[src/hdl/pmcss_pkg.sv]
/*
 * Shared constants of the clock select and status block: register offsets,
 * field positions, flag bit positions, reset values and timing factors.
 * Assumes a 32-bit APB register bus with byte addresses in the low bits.
 */
package pmcss_pkg;

  ////////////////////////////////////////////////////////////////////////////
  // Register byte offsets.
  localparam int unsigned ADDR_W            = 8;
  localparam logic [7:0]  OFF_OSC_CONFIG    = 8'h20;
  localparam logic [7:0]  OFF_PLL_A_CONFIG  = 8'h28;
  localparam logic [7:0]  OFF_PLL_B_CONFIG  = 8'h2c;
  localparam logic [7:0]  OFF_MASTER_CONFIG = 8'h30;
  localparam logic [7:0]  OFF_PROG0_CONFIG  = 8'h40;
  localparam logic [7:0]  OFF_IRQ_ENABLE    = 8'h60;
  localparam logic [7:0]  OFF_IRQ_DISABLE   = 8'h64;
  localparam logic [7:0]  OFF_STATUS        = 8'h68;
  localparam logic [7:0]  OFF_IRQ_MASK      = 8'h6c;
  localparam logic [7:0]  OFF_EVENT         = 8'h70;
  localparam logic [7:0]  OFF_EVENT_CLEAR   = 8'h74;
  localparam logic [7:0]  PROG_STRIDE       = 8'h04;

  ////////////////////////////////////////////////////////////////////////////
  // Field positions of the clock configuration words.
  localparam int unsigned SEL_LSB   = 0;
  localparam int unsigned SEL_W     = 2;
  localparam int unsigned CLOCK_PRESCALER_LSB  = 2;
  localparam int unsigned CLOCK_PRESCALER_W    = 3;
  localparam int unsigned RATIO_LSB = 8;
  localparam int unsigned RATIO_W   = 2;
  localparam logic [2:0]  CLOCK_PRESCALER_RESERVED = 3'h7;

  // Oscillator and PLL configuration fields.
  localparam int unsigned OSC_EN_BIT     = 0;
  localparam int unsigned OSC_BYPASS_BIT = 1;
  localparam int unsigned OSC_COUNT_LSB  = 8;
  localparam int unsigned OSC_COUNT_W    = 8;
  localparam int unsigned OSC_COUNT_MULT = 8;
  localparam int unsigned PLL_COUNT_LSB  = 8;
  localparam int unsigned PLL_COUNT_W    = 6;
  localparam int unsigned USB_HALVE_BIT  = 28;

  ////////////////////////////////////////////////////////////////////////////
  // Flag layout shared by status, enable, disable, mask and event words.
  localparam int unsigned FLAG_W         = 12;
  localparam int unsigned FLAG_OSC       = 0;
  localparam int unsigned FLAG_PLL_A     = 1;
  localparam int unsigned FLAG_PLL_B     = 2;
  localparam int unsigned FLAG_MASTER    = 3;
  localparam int unsigned FLAG_PROG0     = 8;
  localparam logic [11:0] FLAG_VALID     = 12'hf0f;

  ////////////////////////////////////////////////////////////////////////////
  // Reset values.
  localparam logic [1:0]  RST_SEL        = 2'h0;
  localparam logic [2:0]  RST_CLOCK_PRESCALER       = 3'h0;
  localparam logic [1:0]  RST_RATIO      = 2'h0;
  localparam logic [7:0]  RST_OSC_COUNT  = 8'h00;
  localparam logic [5:0]  RST_PLL_COUNT  = 6'h00;
  localparam logic [11:0] RST_IRQ_ENABLE = 12'h000;

endpackage

[src/hdl/pmcss_clk_gen.sv]
/*
 * One clock generator: picks one of four synchronised source clocks,
 * divides it by a power of two and switches configuration without glitches.
 * Assumes source levels and rising-edge pulses already sit in pclk domain.
 */
`timescale 1ns/1ps
module pmcss_clk_gen
  import pmcss_pkg::*;
(
  input  wire logic        pclk,
  input  wire logic        presetn,
  input  wire logic [3:0]  src_level,
  input  wire logic [3:0]  src_edge,
  input  wire logic        apply,
  input  wire logic [1:0]  new_sel,
  input  wire logic [2:0]  new_clock_prescaler,
  output logic             clk_q,
  output logic             ready_q
);

  typedef enum logic {PMCSS_RUN, PMCSS_SWITCH} pmcss_gen_e;

  pmcss_gen_e state_q;     // Running or waiting for a safe switch point.
  logic [1:0] sel_q;       // Source in use.
  logic [2:0] clock_prescaler_q;      // Prescaler in use.
  logic [1:0] pend_sel_q;  // Source waiting to be applied.
  logic [2:0] pend_clock_prescaler_q; // Prescaler waiting to be applied.
  logic [5:0] cnt_q;       // Source edges seen in the current half period.

  // Last edge count of a half period for prescaler codes 1 to 6.
  function automatic logic [5:0] half_last(input logic [2:0] clock_prescaler);
    logic [6:0] half;
    half = 7'h01 << (clock_prescaler - 3'h1);
    return 6'(half - 7'h01);
  endfunction

  ////////////////////////////////////////////////////////////////////////////
  // Output divider. While a switch is pending the output runs on until it is
  // low and is then parked low, so the new setting always starts from a clean
  // low phase and no runt pulse can reach the clock net.
  always_ff @(posedge pclk or negedge presetn) begin
    if (!presetn) begin
      clk_q <= 1'b0;
      cnt_q <= 6'h00;
    end else if (state_q == PMCSS_SWITCH && !clk_q) begin
      clk_q <= 1'b0;
      cnt_q <= 6'h00;
    end else if (clock_prescaler_q == CLOCK_PRESCALER_RESERVED) begin
      // Reserved code stops the clock low.
      clk_q <= 1'b0;
    end else if (clock_prescaler_q == 3'h0) begin
      // Undivided: follow the chosen source.
      clk_q <= src_level[sel_q];
    end else if (src_edge[sel_q]) begin
      if (cnt_q == half_last(clock_prescaler_q)) begin
        cnt_q <= 6'h00;
        clk_q <= ~clk_q;
      end else begin
        cnt_q <= cnt_q + 6'h01;
      end
    end
  end

  ////////////////////////////////////////////////////////////////////////////
  // Configuration and ready flag. A new request during a pending switch
  // simply replaces the pending setting. Limitation: if the old source has
  // stopped while the output is high, the switch waits for it forever.
  always_ff @(posedge pclk or negedge presetn) begin
    if (!presetn) begin
      state_q     <= PMCSS_RUN;
      sel_q       <= RST_SEL;
      clock_prescaler_q      <= RST_CLOCK_PRESCALER;
      pend_sel_q  <= RST_SEL;
      pend_clock_prescaler_q <= RST_CLOCK_PRESCALER;
      ready_q     <= 1'b1;
    end else if (apply) begin
      state_q     <= PMCSS_SWITCH;
      pend_sel_q  <= new_sel;
      pend_clock_prescaler_q <= new_clock_prescaler;
      ready_q     <= 1'b0;
    end else begin
      case (state_q)
        PMCSS_SWITCH: begin
          if (!clk_q) begin
            sel_q   <= pend_sel_q;
            clock_prescaler_q  <= pend_clock_prescaler_q;
            state_q <= PMCSS_RUN;
            ready_q <= 1'b1;
          end
        end
        default: begin
          state_q <= PMCSS_RUN;
        end
      endcase
    end
  end

endmodule

[src/hdl/pmcss_top.sv]
/*
 * Clock select and status block: master clock selector with prescaler and
 * processor ratio, four programmable clocks, USB clock halving, oscillator
 * and PLL ready timing, and the interrupt enable, mask and status logic.
 * Assumes source clocks arrive unsynchronised and run below pclk / 2.
 */
// Behaviour
// - USB clock is PLL B, or PLL B halved
// - Source select: slow, main, PLL A, PLL B
// - Prescaler divides by 1 to 64, 7 reserved
// - Processor clock 1 to 4 times master
// - Four programmable clocks, own source and prescaler
// - Enable register sets interrupt enables by ones
// - Disable register clears interrupt enables by ones
// - Status bit 0 shows oscillator stable
// - Status bit 3 shows master clock ready
// - Status bits 8 to 11 show programmable ready
// - Mask register reads 0 enabled, 1 disabled
// - PLL A locks after programmed slow cycles
// - Oscillator stable after 8 times count cycles
`timescale 1ns/1ps
module pmcss_top
  import pmcss_pkg::*;
(
  input  wire logic              pclk,
  input  wire logic              presetn,
  input  wire logic              psel,
  input  wire logic              penable,
  input  wire logic              pwrite,
  input  wire logic [ADDR_W-1:0] paddr,
  input  wire logic [31:0]       pwdata,
  output logic      [31:0]       prdata_q,
  output logic                   pready_q,
  output logic                   pslverr_q,
  input  wire logic              slow_clk,
  input  wire logic              main_clk,
  input  wire logic              pll_a_clk,
  input  wire logic              pll_b_clk,
  output logic                   processor_clock_q,
  output logic                   master_clock_q,
  output logic      [3:0]        prog_clock_q,
  output logic                   usb_clock_q,
  output logic                   irq_q
);

  localparam int unsigned PROG_N = 4;
  ////////////////////////////////////////////////////////////////////////////
  // Declarations.
  logic [3:0]       src_meta_q;      // First synchroniser stage.
  logic [3:0]       src_sync_q;      // Second stage, safe to read.
  logic [3:0]       src_prev_q;      // Previous level for edge detection.
  logic [3:0]       src_edge;        // One-cycle pulse per source edge.
  logic             wr_en;           // Write completes this edge.
  logic             setup;           // Setup phase of any transfer.
  logic [1:0]       mck_sel_q;       // Master source select.
  logic [2:0]       mck_clock_prescaler_q;      // Master prescaler.
  logic [1:0]       ratio_q;         // Processor to master ratio code.
  logic [4:0]       pck_cfg_q [PROG_N]; // Programmable clock words.
  logic             osc_en_q;        // Main oscillator enabled.
  logic             osc_byp_q;       // Main oscillator bypassed.
  logic [7:0]       osc_count_q;     // Start-up count in units of eight.
  logic [10:0]      osc_cnt_q;       // Start-up slow edges still to wait.
  logic             osc_run_q;       // Start-up timer active.
  logic             osc_stable_q;    // Oscillator stable flag.
  logic [5:0]       pll_count_q [2]; // Programmed lock counts.
  logic [5:0]       pll_cnt_q [2];   // Lock slow edges still to wait.
  logic [1:0]       pll_run_q;       // Lock timers active.
  logic [1:0]       pll_lock_q;      // Lock flags, A then B.
  logic             usb_halve_q;     // USB clock halving option.
  logic [FLAG_W-1:0] irq_en_q;       // Interrupt enables.
  logic [FLAG_W-1:0] evt_q;          // Sticky rising-flag events.
  logic [FLAG_W-1:0] flag_prev_q;    // Flags one cycle ago.
  logic [FLAG_W-1:0] status;         // Live flag word.
  logic             mck_ready;       // Master clock generator ready.
  logic [PROG_N-1:0] pck_ready;      // Programmable generators ready.
  logic             proc_prev_q;     // Processor clock one cycle ago.
  logic [1:0]       ratio_cnt_q;     // Processor edges in master period.
  logic [31:0]      rdata_d;         // Read data of the addressed word.
  logic             err_d;           // Address maps to no register.

  // Address match helper shared by the write and read decoders.
  function automatic logic hit(input logic [ADDR_W-1:0] a,
                               input logic [7:0]        off);
    return a == off;
  endfunction

  // Offset of programmable clock word i.
  function automatic logic [7:0] prog_off(input int unsigned i);
    return 8'(OFF_PROG0_CONFIG + 8'(i) * PROG_STRIDE);
  endfunction
  ////////////////////////////////////////////////////////////////////////////
  // Source clock synchronisers. Only the second stage feeds any logic.
  always_ff @(posedge pclk or negedge presetn) begin
    if (!presetn) begin
      src_meta_q <= 4'h0;
      src_sync_q <= 4'h0;
      src_prev_q <= 4'h0;
    end else begin
      src_meta_q <= {pll_b_clk, pll_a_clk, main_clk, slow_clk};
      src_sync_q <= src_meta_q;
      src_prev_q <= src_sync_q;
    end
  end

  assign src_edge = src_sync_q & ~src_prev_q;
  ////////////////////////////////////////////////////////////////////////////
  // APB slave handshake. Answers are registered in the setup phase so that
  // pready is high in the first access cycle: no wait states.
  assign setup = psel & ~penable;
  assign wr_en = psel & penable & pready_q & pwrite;

  always_ff @(posedge pclk or negedge presetn) begin
    if (!presetn) begin
      pready_q  <= 1'b0;
      pslverr_q <= 1'b0;
      prdata_q  <= 32'h0000_0000;
    end else begin
      pready_q <= setup;
      if (setup) begin
        pslverr_q <= err_d;
        prdata_q  <= pwrite ? 32'h0000_0000 : rdata_d;
      end
    end
  end
  ////////////////////////////////////////////////////////////////////////////
  // Master clock word. Every write starts a switch, including one that
  // repeats the present value, which software is expected not to issue.
  always_ff @(posedge pclk or negedge presetn) begin
    if (!presetn) begin
      mck_sel_q  <= RST_SEL;
      mck_clock_prescaler_q <= RST_CLOCK_PRESCALER;
      ratio_q    <= RST_RATIO;
    end else if (wr_en && hit(paddr, OFF_MASTER_CONFIG)) begin
      mck_sel_q  <= pwdata[SEL_LSB +: SEL_W];
      mck_clock_prescaler_q <= pwdata[CLOCK_PRESCALER_LSB +: CLOCK_PRESCALER_W];
      ratio_q    <= pwdata[RATIO_LSB +: RATIO_W];
    end
  end

  // Processor clock generator: selected source after the prescaler.
  pmcss_clk_gen u_proc_gen (
    .pclk      (pclk),
    .presetn   (presetn),
    .src_level (src_sync_q),
    .src_edge  (src_edge),
    .apply     (wr_en && hit(paddr, OFF_MASTER_CONFIG)),
    .new_sel   (pwdata[SEL_LSB +: SEL_W]),
    .new_clock_prescaler  (pwdata[CLOCK_PRESCALER_LSB +: CLOCK_PRESCALER_W]),
    .clk_q     (processor_clock_q),
    .ready_q   (mck_ready)
  );
  ////////////////////////////////////////////////////////////////////////////
  // Master clock is the processor clock divided by ratio code plus one.
  // A ratio of three gives an uneven duty cycle; only the rising edges matter.
  always_ff @(posedge pclk or negedge presetn) begin
    if (!presetn) begin
      proc_prev_q    <= 1'b0;
      ratio_cnt_q    <= 2'h0;
      master_clock_q <= 1'b0;
    end else begin
      proc_prev_q <= processor_clock_q;
      if (ratio_q == 2'h0) begin
        ratio_cnt_q    <= 2'h0;
        master_clock_q <= processor_clock_q;
      end else if (processor_clock_q && !proc_prev_q) begin
        if (ratio_cnt_q >= ratio_q) begin
          ratio_cnt_q    <= 2'h0;
          master_clock_q <= 1'b1;
        end else begin
          ratio_cnt_q    <= ratio_cnt_q + 2'h1;
          master_clock_q <= ({1'b0, ratio_cnt_q} + 3'h1) <
                            ((3'({1'b0, ratio_q}) + 3'h2) >> 1);
        end
      end
    end
  end
  ////////////////////////////////////////////////////////////////////////////
  // Programmable clocks, each with its own word and generator.
  generate
    for (genvar i = 0; i < PROG_N; i++) begin : g_prog
      always_ff @(posedge pclk or negedge presetn) begin
        if (!presetn) begin
          pck_cfg_q[i] <= {RST_CLOCK_PRESCALER, RST_SEL};
        end else if (wr_en && hit(paddr, prog_off(i))) begin
          pck_cfg_q[i] <= pwdata[4:0];
        end
      end

      pmcss_clk_gen u_prog_gen (
        .pclk      (pclk),
        .presetn   (presetn),
        .src_level (src_sync_q),
        .src_edge  (src_edge),
        .apply     (wr_en && hit(paddr, prog_off(i))),
        .new_sel   (pwdata[SEL_LSB +: SEL_W]),
        .new_clock_prescaler  (pwdata[CLOCK_PRESCALER_LSB +: CLOCK_PRESCALER_W]),
        .clk_q     (prog_clock_q[i]),
        .ready_q   (pck_ready[i])
      );
    end
  endgenerate
  ////////////////////////////////////////////////////////////////////////////
  // Main oscillator start-up timer on slow clock edges. Bypass sets the
  // flag at once; clearing both enable and bypass drops it.
  always_ff @(posedge pclk or negedge presetn) begin
    if (!presetn) begin
      osc_en_q     <= 1'b0;
      osc_byp_q    <= 1'b0;
      osc_count_q  <= RST_OSC_COUNT;
      osc_cnt_q    <= 11'h000;
      osc_run_q    <= 1'b0;
      osc_stable_q <= 1'b0;
    end else if (wr_en && hit(paddr, OFF_OSC_CONFIG)) begin
      osc_en_q    <= pwdata[OSC_EN_BIT];
      osc_byp_q   <= pwdata[OSC_BYPASS_BIT];
      osc_count_q <= pwdata[OSC_COUNT_LSB +: OSC_COUNT_W];
      osc_cnt_q   <= 11'(pwdata[OSC_COUNT_LSB +: OSC_COUNT_W] *
                         OSC_COUNT_MULT);
      osc_run_q   <= pwdata[OSC_EN_BIT] & ~pwdata[OSC_BYPASS_BIT];
      // Bypass is stable at once; any other write drops the flag and restarts the wait only with enable set.
      osc_stable_q <= pwdata[OSC_BYPASS_BIT];
    end else if (osc_run_q) begin
      if (osc_cnt_q == 11'h000) begin
        osc_run_q    <= 1'b0;
        osc_stable_q <= 1'b1;
      end else if (src_edge[0]) begin
        osc_cnt_q <= osc_cnt_q - 11'h001;
      end
    end
  end
  ////////////////////////////////////////////////////////////////////////////
  // PLL lock timers. A write to a PLL word drops its lock flag and counts
  // the programmed slow edges before raising it again.
  generate
    for (genvar p = 0; p < 2; p++) begin : g_pll
      localparam logic [7:0] POFF = (p == 0) ? OFF_PLL_A_CONFIG
                                             : OFF_PLL_B_CONFIG;
      always_ff @(posedge pclk or negedge presetn) begin
        if (!presetn) begin
          pll_count_q[p] <= RST_PLL_COUNT;
          pll_cnt_q[p]   <= RST_PLL_COUNT;
          pll_run_q[p]   <= 1'b0;
          pll_lock_q[p]  <= 1'b0;
        end else if (wr_en && hit(paddr, POFF)) begin
          pll_count_q[p] <= pwdata[PLL_COUNT_LSB +: PLL_COUNT_W];
          pll_cnt_q[p]   <= pwdata[PLL_COUNT_LSB +: PLL_COUNT_W];
          pll_run_q[p]   <= 1'b1;
          pll_lock_q[p]  <= 1'b0;
        end else if (pll_run_q[p]) begin
          if (pll_cnt_q[p] == 6'h00) begin
            pll_run_q[p]  <= 1'b0;
            pll_lock_q[p] <= 1'b1;
          end else if (src_edge[0]) begin
            pll_cnt_q[p] <= pll_cnt_q[p] - 6'h01;
          end
        end
      end
    end
  endgenerate
  ////////////////////////////////////////////////////////////////////////////
  // USB clock: PLL B directly, or PLL B halved by toggling on its edges.
  always_ff @(posedge pclk or negedge presetn) begin
    if (!presetn) begin
      usb_halve_q <= 1'b0;
      usb_clock_q <= 1'b0;
    end else begin
      if (wr_en && hit(paddr, OFF_PLL_B_CONFIG)) begin
        usb_halve_q <= pwdata[USB_HALVE_BIT];
      end
      if (!usb_halve_q) begin
        usb_clock_q <= src_sync_q[3];
      end else if (src_edge[3]) begin
        usb_clock_q <= ~usb_clock_q;
      end
    end
  end
  ////////////////////////////////////////////////////////////////////////////
  // Live status word.
  always_comb begin
    status                = '0;
    status[FLAG_OSC]      = osc_stable_q;
    status[FLAG_PLL_A]    = pll_lock_q[0];
    status[FLAG_PLL_B]    = pll_lock_q[1];
    status[FLAG_MASTER]   = mck_ready;
    status[FLAG_PROG0 +: PROG_N] = pck_ready;
  end

  // Interrupt enables: set by ones, cleared by ones; set wins on overlap.
  always_ff @(posedge pclk or negedge presetn) begin
    if (!presetn) begin
      irq_en_q <= RST_IRQ_ENABLE;
    end else if (wr_en && hit(paddr, OFF_IRQ_ENABLE)) begin
      irq_en_q <= irq_en_q | (pwdata[FLAG_W-1:0] & FLAG_VALID);
    end else if (wr_en && hit(paddr, OFF_IRQ_DISABLE)) begin
      irq_en_q <= irq_en_q & ~(pwdata[FLAG_W-1:0] & FLAG_VALID);
    end
  end

  // Sticky event bits catch each rising flag; a new event beats its clear.
  always_ff @(posedge pclk or negedge presetn) begin
    if (!presetn) begin
      flag_prev_q <= '0;
      evt_q       <= '0;
    end else begin
      flag_prev_q <= status;
      if (wr_en && hit(paddr, OFF_EVENT_CLEAR)) begin
        evt_q <= (evt_q & ~pwdata[FLAG_W-1:0]) | (status & ~flag_prev_q);
      end else begin
        evt_q <= evt_q | (status & ~flag_prev_q);
      end
    end
  end

  // Interrupt output follows live flags gated by their enables.
  always_ff @(posedge pclk or negedge presetn) begin
    if (!presetn) begin
      irq_q <= 1'b0;
    end else begin
      irq_q <= |(status & irq_en_q);
    end
  end
  ////////////////////////////////////////////////////////////////////////////
  // Read decoder. Write-only words read as zero; unmapped offsets error.
  always_comb begin
    rdata_d = 32'h0000_0000;
    err_d   = 1'b0;
    if (hit(paddr, OFF_MASTER_CONFIG)) begin
      rdata_d[SEL_LSB +: SEL_W]     = mck_sel_q;
      rdata_d[CLOCK_PRESCALER_LSB +: CLOCK_PRESCALER_W]   = mck_clock_prescaler_q;
      rdata_d[RATIO_LSB +: RATIO_W] = ratio_q;
    end else if (hit(paddr, OFF_OSC_CONFIG)) begin
      rdata_d[OSC_EN_BIT]     = osc_en_q;
      rdata_d[OSC_BYPASS_BIT] = osc_byp_q;
      rdata_d[OSC_COUNT_LSB +: OSC_COUNT_W] = osc_count_q;
    end else if (hit(paddr, OFF_PLL_A_CONFIG)) begin
      rdata_d[PLL_COUNT_LSB +: PLL_COUNT_W] = pll_count_q[0];
    end else if (hit(paddr, OFF_PLL_B_CONFIG)) begin
      rdata_d[PLL_COUNT_LSB +: PLL_COUNT_W] = pll_count_q[1];
      rdata_d[USB_HALVE_BIT] = usb_halve_q;
    end else if (hit(paddr, OFF_STATUS)) begin
      rdata_d[FLAG_W-1:0] = status;
    end else if (hit(paddr, OFF_IRQ_MASK)) begin
      rdata_d[FLAG_W-1:0] = ~irq_en_q & FLAG_VALID;
    end else if (hit(paddr, OFF_EVENT)) begin
      rdata_d[FLAG_W-1:0] = evt_q;
    end else if (hit(paddr, OFF_IRQ_ENABLE) ||
                 hit(paddr, OFF_IRQ_DISABLE) ||
                 hit(paddr, OFF_EVENT_CLEAR)) begin
      rdata_d = 32'h0000_0000;
    end else begin
      err_d = 1'b1;
      for (int unsigned i = 0; i < PROG_N; i++) begin
        if (hit(paddr, prog_off(i))) begin
          rdata_d[4:0] = pck_cfg_q[i];
          err_d        = 1'b0;
        end
      end
    end
  end

endmodule

[config.mk]
export PLATFORM = sky130hd
export DESIGN_NAME = pmcss_top
export DESIGN_NICKNAME = d
export VERILOG_FILES = /design/src/hdl/pmcss_pkg.sv /design/src/hdl/pmcss_clk_gen.sv /design/src/hdl/pmcss_top.sv
export SDC_FILE = /design/constraint.sdc
export NUM_CORES = 1
export LEC_CHECK = 0
export BUFFER_PORTS_ARGS = -buffer_cell sky130_fd_sc_hd__clkbuf_2
export CAP_MARGIN = 10
export CORE_MARGIN = 10
export CORE_UTILIZATION = 60
export DETAILED_ROUTE_END_ITERATION = 8
export HOLD_SLACK_MARGIN = 0.02
export PLACE_DENSITY = 0.85
export SLEW_MARGIN = 20
export SYNTH_ARGS = -nofsm -noshare
export SYNTH_HDL_FRONTEND = slang
export SYNTH_SLANG_ARGS = --single-unit
[constraint.sdc]
create_clock -name pclk -period 6.6 [get_ports pclk]
set_input_delay 0.99 -clock pclk [delete_from_list [all_inputs] [get_ports pclk]]
set_output_delay 0.99 -clock pclk [all_outputs]
set_load 0.01 [all_outputs]
==> results of run 1 <==
## metrics by stage
stage / setup WS, ns / hold WS (ns) / total power, mW / cell area [um2] / utilization
2_1_floorplan: 3.889 / 0.3312 / 1.539 / 11360 / -
3_3_place_gp: 3.410 / 0.3329 / 1.608 / 11650 / 0.6252
3_5_place_dp: 3.374 / 0.3355 / 1.619 / 11650 / 0.6252
4_1_cts: 3.680 / 0.3515 / 2.972 / 12460 / 0.6683
5_1_grt: 3.415 / 0.3649 / 3.061 / 12460 / 0.6685
6_report: 3.670 / 0.3511 / 2.959 / 12460 / 0.6685
## routing by layer
| metal | share of wire | wire [um] | global-route usage |
|---|---|---|---|
| met1 | 0.41 | 11170 | 0.2837 |
| met2 | 0.49 | 13380 | 0.3691 |
| met3 | 0.068 | 1863 | 0.04476 |
| met4 | 0.033 | 912 | 0.08237 |
| met5 | 0 | 0 | 0 |
## synth_stat cells (3+ instances only)
library cell and instances:
sky130_fd_sc_hd__a22o_1 19, sky130_fd_sc_hd__nand3b_1 7, sky130_fd_sc_hd__xnor2_1 35, sky130_fd_sc_hd__inv_1 37, sky130_fd_sc_hd__mux2_2 50, sky130_fd_sc_hd__a31oi_1 11
sky130_fd_sc_hd__a211oi_1 6, sky130_fd_sc_hd__and3_1 5, sky130_fd_sc_hd__o21ai_0 70, sky130_fd_sc_hd__a21o_1 6, sky130_fd_sc_hd__buf_4 20, sky130_fd_sc_hd__nor4_1 10
sky130_fd_sc_hd__clkbuf_1 16, sky130_fd_sc_hd__nor3b_1 7, sky130_fd_sc_hd__a21oi_1 31, sky130_fd_sc_hd__nand4_1 6, sky130_fd_sc_hd__nor2_2 3, sky130_fd_sc_hd__mux2i_1 13
sky130_fd_sc_hd__xor2_1 20, sky130_fd_sc_hd__a32o_1 7, sky130_fd_sc_hd__and2_1 8, sky130_fd_sc_hd__mux4_2 12, sky130_fd_sc_hd__o21a_1 7, sky130_fd_sc_hd__a21boi_0 7
sky130_fd_sc_hd__nand2b_1 21, sky130_fd_sc_hd__nor2b_1 12, sky130_fd_sc_hd__nor3_1 25, sky130_fd_sc_hd__a221o_1 3, sky130_fd_sc_hd__or4_1 4, sky130_fd_sc_hd__nor2_1 60
sky130_fd_sc_hd__nand3_1 26, sky130_fd_sc_hd__ha_1 22, sky130_fd_sc_hd__dfrtp_1 209, sky130_fd_sc_hd__o31ai_1 3, sky130_fd_sc_hd__or3_1 14, sky130_fd_sc_hd__buf_2 22
sky130_fd_sc_hd__a22oi_1 15, sky130_fd_sc_hd__o22ai_1 6, sky130_fd_sc_hd__dfstp_2 5, sky130_fd_sc_hd__mux2_4 9, sky130_fd_sc_hd__nand2_1 160, sky130_fd_sc_hd__o211ai_1 10
sky130_fd_sc_hd__o221ai_1 3, sky130_fd_sc_hd__or2_2 4, sky130_fd_sc_hd__buf_6 4
## worst paths after layout
path                                                                       start                                        end  slack (ns)  cells past startpoint
setup / recovery           g_prog[3].u_prog_gen.clock_prescaler_q[1]$_DFFE_PN0P_  g_prog[3].u_prog_gen.cnt_q[3]$_DFFE_PN0P_        3.67                      8
hold / removal                                           src_meta_q[3]$_DFF_PN0_                    src_sync_q[3]$_DFF_PN0_        0.35                      0
setup reg to reg           g_prog[3].u_prog_gen.clock_prescaler_q[1]$_DFFE_PN0P_  g_prog[3].u_prog_gen.cnt_q[3]$_DFFE_PN0P_        3.67                      8
hold reg to reg                                          src_meta_q[3]$_DFF_PN0_                    src_sync_q[3]$_DFF_PN0_        0.35                      0
max in group asynchronous                                                presetn                   prdata_q[15]$_DFFE_PN0P_        4.96                      2
min in group asynchronous                                                presetn  g_prog[1].u_prog_gen.cnt_q[0]$_DFFE_PN0P_        0.46                      1
## state kept, by name (all words and copies together), names as in the netlist, 4 cells and up, named ones only
name                                 flops
src_prev_q                               4
osc_count_q                              8
pll_cnt_q                               12
prdata_q                                17
src_meta_q                               4
pll_count_q                             12
pck_cfg_q                               16
evt_q                                   12
g_prog.u_prog_gen.clock_prescaler_q     12
src_sync_q                               4
g_prog.u_prog_gen.state_q                4
g_prog.u_prog_gen.cnt_q                 24
g_prog.u_prog_gen.sel_q                  8
flag_prev_q                              8
g_prog.u_prog_gen.ready_q                4
g_prog.u_prog_gen.clk_q                  4
osc_cnt_q                               11
u_proc_gen.cnt_q                         6
## power groups by stage
| stage | clock [mW] | combinational (mW) | sequential (mW) |
|---|---|---|---|
| after detailed placement | 0 | 0.197 | 1.42 |
| after global routing | 1.43 | 0.224 | 1.41 |
| final | 1.36 | 0.199 | 1.40 |
| after global placement | 0 | 0.188 | 1.42 |
| after floorplan | 0 | 0.126 | 1.41 |
| after CTS | 1.37 | 0.199 | 1.40 |
## cell type report
type,instances,area (um2)
fillers,1362,6180
flip-flops and latches,214,5361
well taps,234,292.8
inverters,37,138.9
multi-input cells,803,5499
clock inverters,6,120.1
repair buffers,67,366.6
clock buffers,36,684.4
## cell families (layout without fill, tap and decap cells)
kind of cell | after synthesis | in the layout | share of synthesized area
other cells | 1 | 15 | 0.0003315
xor+xnor | 55 | 55 | 0.04258
fa+ha+maj | 23 | 23 | 0.02610
simple gates | 400 | 400 | 0.1787
mux | 85 | 85 | 0.09944
compound gates | 225 | 225 | 0.1343
buf+inv | 99 | 146 | 0.04457
flops | 214 | 214 | 0.4740
## critical path: cells and delay by family (launching register included)
family	cells	cell delay, ns
and+or+nand+nor	2	0.63
xor gates and xnor gates	1	0.15
DFF	1	0.58
AOI/OAI and AO/OA	4	1.26
adders and majority gates	1	0.24
==> impl_results.md, run 1 <==
- Number of warning messages in the yosys log: 0
- Setup crit end kind: flop
- Fraction of the yosys area taken by sequential cells: 0.4740
- Io pins: 91
- Max-cap violations: 0
- Largest clock skew in the final design: 0.02090 ns
- Post-CTS repair timing setup buffer count: 0
- Count of vias placed by the detailed router: 8,707
- Effective utilization at floorplan: 0.6068
- Outcome: finished clean
- IO Port Bufs: 60
- Number of buffers added by the clock tree synthesis step: 23
- Number of antenna violations at the first check in global routing: 0
- Number of standard cells in the final layout excluding fillers: 1,397
- GR Overflow Total: 0
- Final weighted congestion in routability-driven placement: 0.9148
- H-tree depth: 1
- Class of the most critical hold timing path: flop to flop
- Final WL: 27,330 um
- Share of cells above drive strength 1: 0.1754
- Shortest clock period the worst path allows after layout: 2.930 ns
- Number of gates given a new drive strength after cts: 0
- Clock insertion delay at the later pin of the skew report: 0.53 ns
- Leakage power: 5.543 nW
- Delay of the slowest critical-path stage: 0.58 ns
- Asr flop ratio synth: 1.000
- Count of different cell masters after synthesis: 85
- Clock sink count: ~210
- Post-synthesis sequential element count: approximately 210
- Number of vias per cell: 6.233
- Core area: 18,640 um2
- Most common cell after layout, fill and taps aside: sky130_fd_sc_hd__dfrtp_1
- Count of standard-cell rows: 50
- Number of nets still failing antenna checks after routing: 0
- Final number of hold-violating endpoints: 0
- Setup crit start kind: flop
- Library cell contributing the largest single delay on the critical path: sky130_fd_sc_hd__dfrtp_1
- Final sum of negative setup slack: 0 ns
- Number of flops mapped to enable cells by yosys: 0
- Actual transition at the worst max-transition pin: 1.024 ns
- Clk network pwr share: 0.460
- Sw Ratio: 0.2341
- Largest cells by area after synthesis: sky130_fd_sc_hd__dfrtp_1 (46%), sky130_fd_sc_hd__nand2_1 (5.3%), sky130_fd_sc_hd__mux2_2 (5.0%)
- Clock root cell: sky130_fd_sc_hd__clkbuf_16
- Data required time of the worst path: roughly 7.0 ns
- Cell internal pwr: 2.266 mW
- Area share of the largest cell type after synthesis: 0.4623
- Maximum count of clock buffers along a single path: 3
- Number of max-slew violations in the final report: 0
- Top achievable clock speed: 341.3 MHz
- Antenna diode count: 0
- Count of mapped cells out of synthesis: 1,102
- Die X: about 160 um
- Share of the clock period used by the worst path: 0.4440
- Cts-stage hold buffer count: 0
- Net count reported at finish: around 1,200
- Average instance area after synthesis: 10.27 um2
- Arrival time of data at the critical path endpoint: approximately 3.4 ns
- Critical-path cell list: or3b_2 -> ha_1 -> nor3b_1 -> a311oi_1 -> xor2_1 -> a31oi_1 -> a21o_1 -> a22o_1
- Die Outline Area: 24,750 um2
- Average wire per cell in the routed design: 19.56 um
- Share of power burned in registers: 0.473
- Wire length of the first global-routing pass: 45,160 um
- Clock-pin slew on the worst setup and hold paths: roughly 0.060 ns
- P_sw: around 0.7 mW
- Remaining design rule violation count: 0
- Area of the mapped netlist: 11,310 um2
- Growth of design area from synthesis to finish: 10.18%
- Startpoint-to-endpoint class of the critical path: flop to flop
- Overall die height: around 160 um
- First drt pass iteration count: 5
- Worst voltage drop across the vdd grid: 0.0001983 V
- Final setup viols: 0
- Clock tree from TritonCTS: yes
- Vias in the first global route: roughly 9,000
- Global-route total usage across every layer: 0.2229
- Worst-case headroom to the max-slew limit: 0.3122
- Power density over cell area: between 200 and 250 nW/um2
- Largest net degree at the start of global routing: between 80 and 90
- Crit Path Max Fanout: 12
- Main flop type after synthesis: sky130_fd_sc_hd__dfrtp_1
- RSZ-0062 raised after global routing: false
- Initial drt markers: 729
- Combinational share of power: 0.067
- Commonest cells after routing, fill and taps aside: sky130_fd_sc_hd__dfrtp_1 (209), sky130_fd_sc_hd__nand2_1 (160), sky130_fd_sc_hd__o21ai_0 (70)
- Placed Cells incl. Taps: between 1,000 and 1,500
- Library cell occupying the most area in the post-synthesis netlist: sky130_fd_sc_hd__dfrtp_1
- Post-DP HPWL: 19,080 um
No activity file was read; power rests on OpenSTA's default activity.
==> run 2, diff against run 1 <==
--- a/config.mk
+++ b/config.mk
@@ -5,6 +5,7 @@
 export SDC_FILE = /design/constraint.sdc
 export NUM_CORES = 1
 export LEC_CHECK = 0
+export ABC_AREA = 1
 export BUFFER_PORTS_ARGS = -buffer_cell sky130_fd_sc_hd__clkbuf_2
 export CAP_MARGIN = 10
 export CORE_MARGIN = 10
==> constraint.sdc (replaced) <==
create_clock -name pclk -period 3.1 [get_ports pclk]
set_input_delay 0.465 -clock pclk [delete_from_list [all_inputs] [get_ports pclk]]
set_output_delay 0.465 -clock pclk [all_outputs]
set_load 0.01 [all_outputs]
==> run 2 against run 1 <==
  * Synthesized cell count is 32% higher
  * Global-route usage is 1.2 points higher
  * Fmax is 32% higher
  * Setup slack worse by 2.8 ns
  * Final area is 1.6% higher
  * Clock skew is 0.0048 ns higher
  * First-iteration DRC count is 19% higher
  * Hold slack worse by 0.30 ns
  * Sequential power is 120% higher
  * Combinational power grew to 3.1 times the previous value
  * Area after synthesis is 0.90% higher
  * Die area is 0.78% higher
  * Largest cell class is now flip-flops and latches
  * Largest power group unchanged
==> impl_results.md, run 2 <==
- Number of buffers added by the clock tree synthesis step: 24
- Number of gates given a new drive strength after cts: 0
- Cell depth of the worst hold path: 1
- Area of the mapped netlist: 11,410 um2
- Max-cap violations: 0
- PnR worst setup slack: 0.8878 ns
- Count of standard-cell rows: 50
- Startpoint-to-endpoint class of the critical path: flop to flop
- Placed Cells incl. Taps: 1,728
- Post-place setup slack: 0.7660 ns
- Number of antenna violations at the first check in global routing: 1
- Actual transition at the worst max-transition pin: 0.7569 ns
- Leakage power: 6.508 nW
- GR Overflow Total: 0
- Crit path max-delay family: simple AND/OR/NAND/NOR gates
- Fraction of the yosys area taken by sequential cells: 0.4697
- Asr flop ratio synth: 1.000
- Most used standard cell by instance count after synthesis: sky130_fd_sc_hd__nand2_1
- Final weighted congestion in routability-driven placement: around 0.9
- Hold path endpoint: src_meta_q[3]$_DFF_PN0_
- Hold path start: pll_b_clk
- Wire length of the first global-routing pass: 47,600 um
- Average instance area after synthesis: 7.866 um2
- Instance area at placement: roughly 12,000 um2
- Most frequent cells after synthesis: sky130_fd_sc_hd__nand2_1 (396), sky130_fd_sc_hd__dfrtp_1 (209), sky130_fd_sc_hd__inv_1 (193), sky130_fd_sc_hd__o21ai_0 (126), sky130_fd_sc_hd__nand3_1 (113)
- Share of cells above drive strength 1: 0.1027
- First drt pass iteration count: 6
- Average wire per cell in the routed design: 16.32 um
- Largest cells by area after synthesis: sky130_fd_sc_hd__dfrtp_1 (46%), sky130_fd_sc_hd__nand2_1 (13%), sky130_fd_sc_hd__inv_1 (6.3%)
- Shortest clock period the worst path allows after layout: 2.212 ns
- RSZ-0062 raised after global routing: false
- Core area: 18,710 um2
- Outcome: finished clean
- Class of the most critical hold timing path: input pin to flop
- Number of flops mapped to enable cells by yosys: 0
- Die X: 157.9 um
- Arrival time of data at the critical path endpoint: 2.60 ns
- Library cell occupying the most area in the post-synthesis netlist: sky130_fd_sc_hd__dfrtp_1
- Setup crit end kind: flop
- Final setup viols: 0
- Clock tree from TritonCTS: yes
- Post-synthesis sequential element count: 214
- Final design area excluding fillers: between 10,000 and 15,000 um2
- Biggest register: g_prog.u_prog_gen.cnt_q
- Remaining design rule violation count: 0
- Antenna diode count: 0
- Number of warning messages in the yosys log: 0
- Area share of the largest cell type after synthesis: 0.4582
- Largest clock skew in the final design: 0.02567 ns
- Overall die height: 157.9 um
- Count of different cell masters after synthesis: 51
- Initial drt markers: 865
- Final sum of negative setup slack: 0 ns
- Most common cell after layout, fill and taps aside: sky130_fd_sc_hd__nand2_1
- Largest registers in the final layout: g_prog.u_prog_gen.cnt_q: 24 flops, prdata_q: 17 flops, pck_cfg_q: 16 flops
- Top achievable clock speed: 452.0 MHz
- Clock insertion delay at the later pin of the skew report: 0.53 ns
- Delay of the slowest critical-path stage: 0.49 ns
- Setup crit start kind: flop
- Number of max-slew violations in the final report: 0
- Register-to-register setup slack: around 0.89 ns
- Vias in the first global route: 9,777
- Power density over cell area: 507.8 nW/um2
- Largest net degree at the start of global routing: 92
- Net count reported at finish: approximately 1,600
- Io pins: 91
- Bufs and invs on worst path: 1
- Maximum count of clock buffers along a single path: 3
- Final number of hold-violating endpoints: 0
- Cts-stage hold buffer count: 1
- Growth of design area from synthesis to finish: 10.91%
- Worst reg2reg path startpoint: g_prog[1].u_prog_gen.clock_prescaler_q[1]$_DFFE_PN0P_
- Worst Reg2Reg Path Length in Cells: 10
- Number of nets still failing antenna checks after routing: 0
- Count of mapped cells out of synthesis: between 1,000 and 1,500
- Share of the clock period used by the worst path: 0.7136
- Clock sink count: 214
- IO Port Bufs: 60
- Number of standard cells in the final layout excluding fillers: 1,772
- Worst-case headroom to the max-slew limit: 0.4915
- Commonest cells after routing, fill and taps aside: sky130_fd_sc_hd__nand2_1 (396), sky130_fd_sc_hd__dfrtp_1 (209), sky130_fd_sc_hd__inv_1 (193)
- Clock-pin slew on the worst setup and hold paths: 0.06 ns
- Library cell contributing the largest single delay on the critical path: sky130_fd_sc_hd__dfrtp_1
- Main flop type after synthesis: sky130_fd_sc_hd__dfrtp_1
- Global-route total usage across every layer: 0.2348
- Critical-path cell list: nor2_1 -> nand2_1 -> ha_1 -> xnor2_1 -> a21oi_1 -> nand3_1 -> nor2_1 -> inv_1 -> nand2_1 -> o21ai_0
- Max reg flops: 24
- Capturing point of the worst reg2reg path: g_prog[1].u_prog_gen.cnt_q[0]$_DFFE_PN0P_
- Count of vias placed by the detailed router: approximately 10,000
- Number of vias per cell: 5.611
- Effective utilization at floorplan: 0.6102
- Crit Path Max Fanout: 9
- Clock root cell: sky130_fd_sc_hd__clkbuf_16
- Final WL: 28,920 um
- H-tree depth: 1
- Data required time of the worst path: between 3 and 4 ns
- Worst voltage drop across the vdd grid: 0.0004951 V
- Post-DP HPWL: 20,570 um
- Die Outline Area: 24,940 um2
- Post-CTS repair timing setup buffer count: 0
==> run 2: worst max-delay path by stage <==
stage                                                                from                                   endpoint  slack, ns  depth (start not counted)
floorplan           g_prog[0].u_prog_gen.clock_prescaler_q[1]$_DFFE_PN0P_     g_prog[0].u_prog_gen.clk_q$_DFFE_PN0P_       1.22                         12
global placement                                                 paddr[7]                   pll_cnt_q[0]$_DFFE_PN0P_       0.84                          9
detailed placement                                               paddr[7]                   pll_cnt_q[0]$_DFFE_PN0P_       0.77                          9
CTS                 g_prog[0].u_prog_gen.clock_prescaler_q[2]$_DFFE_PN0P_  g_prog[0].u_prog_gen.cnt_q[2]$_DFFE_PN0P_       0.91                         11
global route                  u_proc_gen.clock_prescaler_q[0]$_DFFE_PN0P_            u_proc_gen.cnt_q[0]$_DFFE_PN0P_       0.65                         11
finish              g_prog[1].u_prog_gen.clock_prescaler_q[1]$_DFFE_PN0P_  g_prog[1].u_prog_gen.cnt_q[0]$_DFFE_PN0P_       0.89                         10
==> run 2: metrics by stage <==
step	util	hold WS, ns	total power [mW]
after CTS	0.6767	0.04336	6.439
final	0.6767	0.04903	6.428
after floorplan	-	0.1694	3.491
after global routing	0.6767	0.03782	6.678
after detailed placement	0.6361	0.3372	3.712
after global placement	0.6361	0.3335	3.686
==> run 2: final cells by class <==
cell class / count / area [um2]
inverter: 203 / 762.0
clock buffer: 35 / 683.2
fill: 1442 / 6047
sequential: 214 / 5361
tap: 234 / 292.8
multi-input combinational: 1008 / 5091
clock inverter: 8 / 67.56
timing repair buffer: 70 / 400.4
==> run 2: report_power, final <==
part | leakage (nW) | switching [mW] | internal (mW)
Clock | 0.370 | 1.14 | 1.61
Combinational | 3.57 | 0.389 | 0.221
Sequential | 2.57 | 0.127 | 2.94
==> run 2: cells by family after synthesis <==
| logic type | synth area share |
|---|---|
| AOI/OAI and AO/OA | 0.1252 |
| xor gates and xnor gates | 0.02993 |
| adders and majority gates | 0.02587 |
| buffers and inverters | 0.08880 |
| DFF | 0.4697 |
| muxes | 0.002631 |
| other | 0.0003286 |
| and+or+nand+nor | 0.2575 |
==> run 2: routing by layer <==
| layer | share of wire | vias up | wire length, um | track usage |
|---|---|---|---|---|
| met4 | 0.039 | 2 | 1141 | 0.09083 |
| met3 | 0.063 | 93 | 1817 | 0.03962 |
| met2 | 0.49 | 343 | 14130 | 0.4069 |
| li1 | - | 4827 | - | - |
| met5 | 0.00028 | - | 8 | 0 |
| met1 | 0.41 | 4677 | 11820 | 0.2859 |
==> run 3, diff against run 2 <==
--- a/config.mk
+++ b/config.mk
@@ -9,10 +9,10 @@
 export BUFFER_PORTS_ARGS = -buffer_cell sky130_fd_sc_hd__clkbuf_2
 export CAP_MARGIN = 10
 export CORE_MARGIN = 10
-export CORE_UTILIZATION = 60
+export CORE_UTILIZATION = 55
 export DETAILED_ROUTE_END_ITERATION = 8
 export HOLD_SLACK_MARGIN = 0.02
-export PLACE_DENSITY = 0.85
+export PLACE_DENSITY = 0.82
 export SLEW_MARGIN = 20
 export SYNTH_ARGS = -nofsm -noshare
 export SYNTH_HDL_FRONTEND = slang
==> constraint.sdc (replaced) <==
create_clock -name pclk -period 1.9 [get_ports pclk]
set_input_delay 0.285 -clock pclk [delete_from_list [all_inputs] [get_ports pclk]]
set_output_delay 0.285 -clock pclk [all_outputs]
set_load 0.01 [all_outputs]
==> run 3 against run 2 <==
  * Wire length increased by 5.7%
  * Utilization fell by 0.33 points
  * Sequential share of layout area down 3.1 points
  * Fmax increased by 17%
  * Final area up 8.0%
  * Largest power group unchanged
  * Critical path depth unchanged
  * Non-clock buffer count grew 76
  * Via count is 4.8% higher
  * Global-route usage is 1.3 points lower
  * Setup slack got worse by 0.88 ns
  * Clock-buffer cell count shrank 1
  * Critical endpoint is now u_proc_gen.cnt_q[4]$_DFFE_PN0P_
  * First-iteration DRC count is 23% higher
==> impl_results.md, run 3 (synthesis results as in run 2) <==
- Io pins: 91
- Delay of the slowest critical-path stage: 0.42 ns
- Setup crit start kind: flop
- Final weighted congestion in routability-driven placement: approximately 0.95
- Number of nets still failing antenna checks after routing: 0
- Antenna diode count: 0
- Count of vias placed by the detailed router: 10,420
- Fraction of met2 tracks used by global routing: 0.3824
- Largest clock skew in the final design: 0.01421 ns
- Class of the most critical hold timing path: input pin to flop
- Share of cells above drive strength 1: 0.1793
- Cell depth of the worst hold path: 3
- Register-to-register setup slack: 0.01 ns
- Worst voltage drop across the vdd grid: just over 0.0007 V
- GR Overflow Total: 0
- H-tree depth: 1
- Die Outline Area: 26,910 um2
- Number of antenna violations at the first check in global routing: 0
- Setup crit end kind: flop
- Data required time of the worst path: 2.32 ns
- Clock-pin slew on the worst setup and hold paths: ~0.070 ns
- Actual transition at the worst max-transition pin: 0.5296 ns
- Worst-case headroom to the max-slew limit: 0.6470
- Most crowded layer after global routing: met2
- Top achievable clock speed: 529.7 MHz
- Largest net degree at the start of global routing: 63
- Outcome: finished clean
- Count of standard-cell rows: between 50 and 60
- Core area: 20,300 um2
- Clock tree from TritonCTS: yes
- Maximum count of clock buffers along a single path: 3
- Final setup viols: 0
- Power density over cell area: 786.3 nW/um2
- Global-route total usage across every layer: 0.2216
- Max-cap violations: 0
- Clock root cell: sky130_fd_sc_hd__clkbuf_16
- RSZ-0062 raised after global routing: true
- Shortest clock period the worst path allows after layout: 1.888 ns
- Clock sink count: 214
- Number of max-slew violations in the final report: 0
- Post-DP HPWL: 21,850 um
- Initial drt markers: 1,067
- Final WL: 30,580 um
- Growth of design area from synthesis to finish: 19.78%
- Wire length of the first global-routing pass: 49,220 um
- Effective utilization at floorplan: 0.5623
- Library cell contributing the largest single delay on the critical path: sky130_fd_sc_hd__dfrtp_1
- Number of standard cells in the final layout excluding fillers: about 1,900
- Leakage power: 6.914 nW
- Final design area excluding fillers: approximately 14,000 um2
- Arrival time of data at the critical path endpoint: 2.31 ns
- Placed Cells incl. Taps: around 1,800
- Worst reg2reg path startpoint: src_prev_q[1]$_DFF_PN0_
- Biggest register: g_prog.u_prog_gen.cnt_q
- Vias in the first global route: roughly 10,000
- Capture point of the critical path: u_proc_gen.cnt_q[4]$_DFFE_PN0P_
- Max reg flops: 24
- Critical-path cell list: nor2_2 -> nand2_1 -> o21ai_0 -> nand2_1 -> nand2_1 -> nand2_1 -> nor2_1 -> o21ai_4 -> buf_6 -> o22ai_1
- Final number of hold-violating endpoints: 0
- Commonest cells after routing, fill and taps aside: sky130_fd_sc_hd__nand2_1 (383), sky130_fd_sc_hd__dfrtp_1 (205), sky130_fd_sc_hd__inv_1 (179)
- Most common cell after layout, fill and taps aside: sky130_fd_sc_hd__nand2_1
- Largest registers in the final layout: g_prog.u_prog_gen.cnt_q: 24 flops, prdata_q: 17 flops, pck_cfg_q: 16 flops
- Global Route met1 Usage: 0.2763
- Average wire per cell in the routed design: about 16 um
- Number of vias per cell: 5.536
- Capturing point of the worst reg2reg path: u_proc_gen.cnt_q[4]$_DFFE_PN0P_
- Worst setup startpoint: src_prev_q[1]$_DFF_PN0_
- Number of buffers added by the clock tree synthesis step: 23
- Met3 routing resource usage after global routing: 0.03154
- Net count reported at finish: 1,668
- Dominant cell type by count on the critical path: sky130_fd_sc_hd__nand2_1
- Die X: 164.1 um
- Fillers: 1,585
- Share of the clock period used by the worst path: 0.9937
- Clock insertion delay at the later pin of the skew report: 0.52 ns
- Overall die height: between 150 and 200 um
- Instance area at placement: between 10,000 and 15,000 um2
- IO Port Bufs: 60
- Crit Path Max Fanout: 4
- Remaining design rule violation count: 0
- Worst Reg2Reg Path Length in Cells: 10
- First drt pass iteration count: 5
- Startpoint-to-endpoint class of the critical path: flop to flop
-- run 3: area by class of cell --
cell class              instances  area [um2]  share of cell area
clock buffers                  34       666.9             0.04878
clock inverters                 7       116.4            0.008512
inverters                     203       767.0             0.05610
multi-input cells            1008        5353              0.3915
flip-flops and latches        214        5366              0.3926
well taps                     270       337.8             0.02471
repair buffers                146        1064             0.07780
-- run 3: critical path: cells and delay by family, from the launching register on --
kind | cells | cell delay [ns]
AO/OA/AOI/OAI | 3 | 0.37
flip-flops | 1 | 0.42
buffers and inverters | 1 | 0.13
AND/OR/NAND/NOR | 6 | 0.88
-- run 3: metrics by stage --
stage / total power [mW] / worst slack, ns / utilization / setup TNS (ns) / hold slack (ns)
final: 10.75 / 0.01205 / 0.6734 / 0 / 0.04607
after global routing: 11.14 / -0.04971 / 0.6734 / -0.5082 / 0.08057
after CTS: 10.78 / 0.008040 / 0.6559 / 0 / 0.03401
after detailed placement: 6.099 / -0.05983 / 0.6100 / -0.2216 / 0.2728
after global placement: 6.043 / 0.04321 / 0.6100 / 0 / 0.2757
after floorplan: 5.696 / 0.02066 / - / 0 / -0.01059
-- run 3: metal layers --
layer,up-vias,routed length (um)
li1,4972,-
met1,5019,12520
met2,352,15390
met3,75,1787
met4,0,879
met5,-,0
-- run 3: worst min path at each step --
stage / startpoint / end / slack, ns
after floorplan: presetn / async pin / -0.01
after global placement: presetn / g_prog[3].u_prog_gen.cnt_q[2]$_DFFE_PN0P_ / 0.28
after detailed placement: presetn / g_prog[2].u_prog_gen.cnt_q[3]$_DFFE_PN0P_ / 0.27
after CTS: pwdata[15] / osc_count_q[7]$_DFFE_PN0P_ / 0.03
after global routing: pwdata[15] / osc_count_q[7]$_DFFE_PN0P_ / 0.08
final: pwdata[15] / osc_count_q[7]$_DFFE_PN0P_ / 0.05
-- run 3: what timing repair did --
| action | 4_1_cts | 5_1_grt |
|---|---|---|
| resized for setup | 6 | 82 |
| pin swaps | 2 | 33 |
| buffers inserted | 2 | 11 |
| endpoints found under the setup margin | 9 | 46 |
| hold buffers | 12 | 0 |
| hold endpoints to repair | 64 | 0 |
-- run 3: report_power, final --
group          internal, mW  switching [mW]  total (mW)
Clock                  2.83            1.84        4.68
Combinational         0.410           0.662        1.07
Sequential             4.80           0.201        5.00
Total                  8.04            2.71        10.7
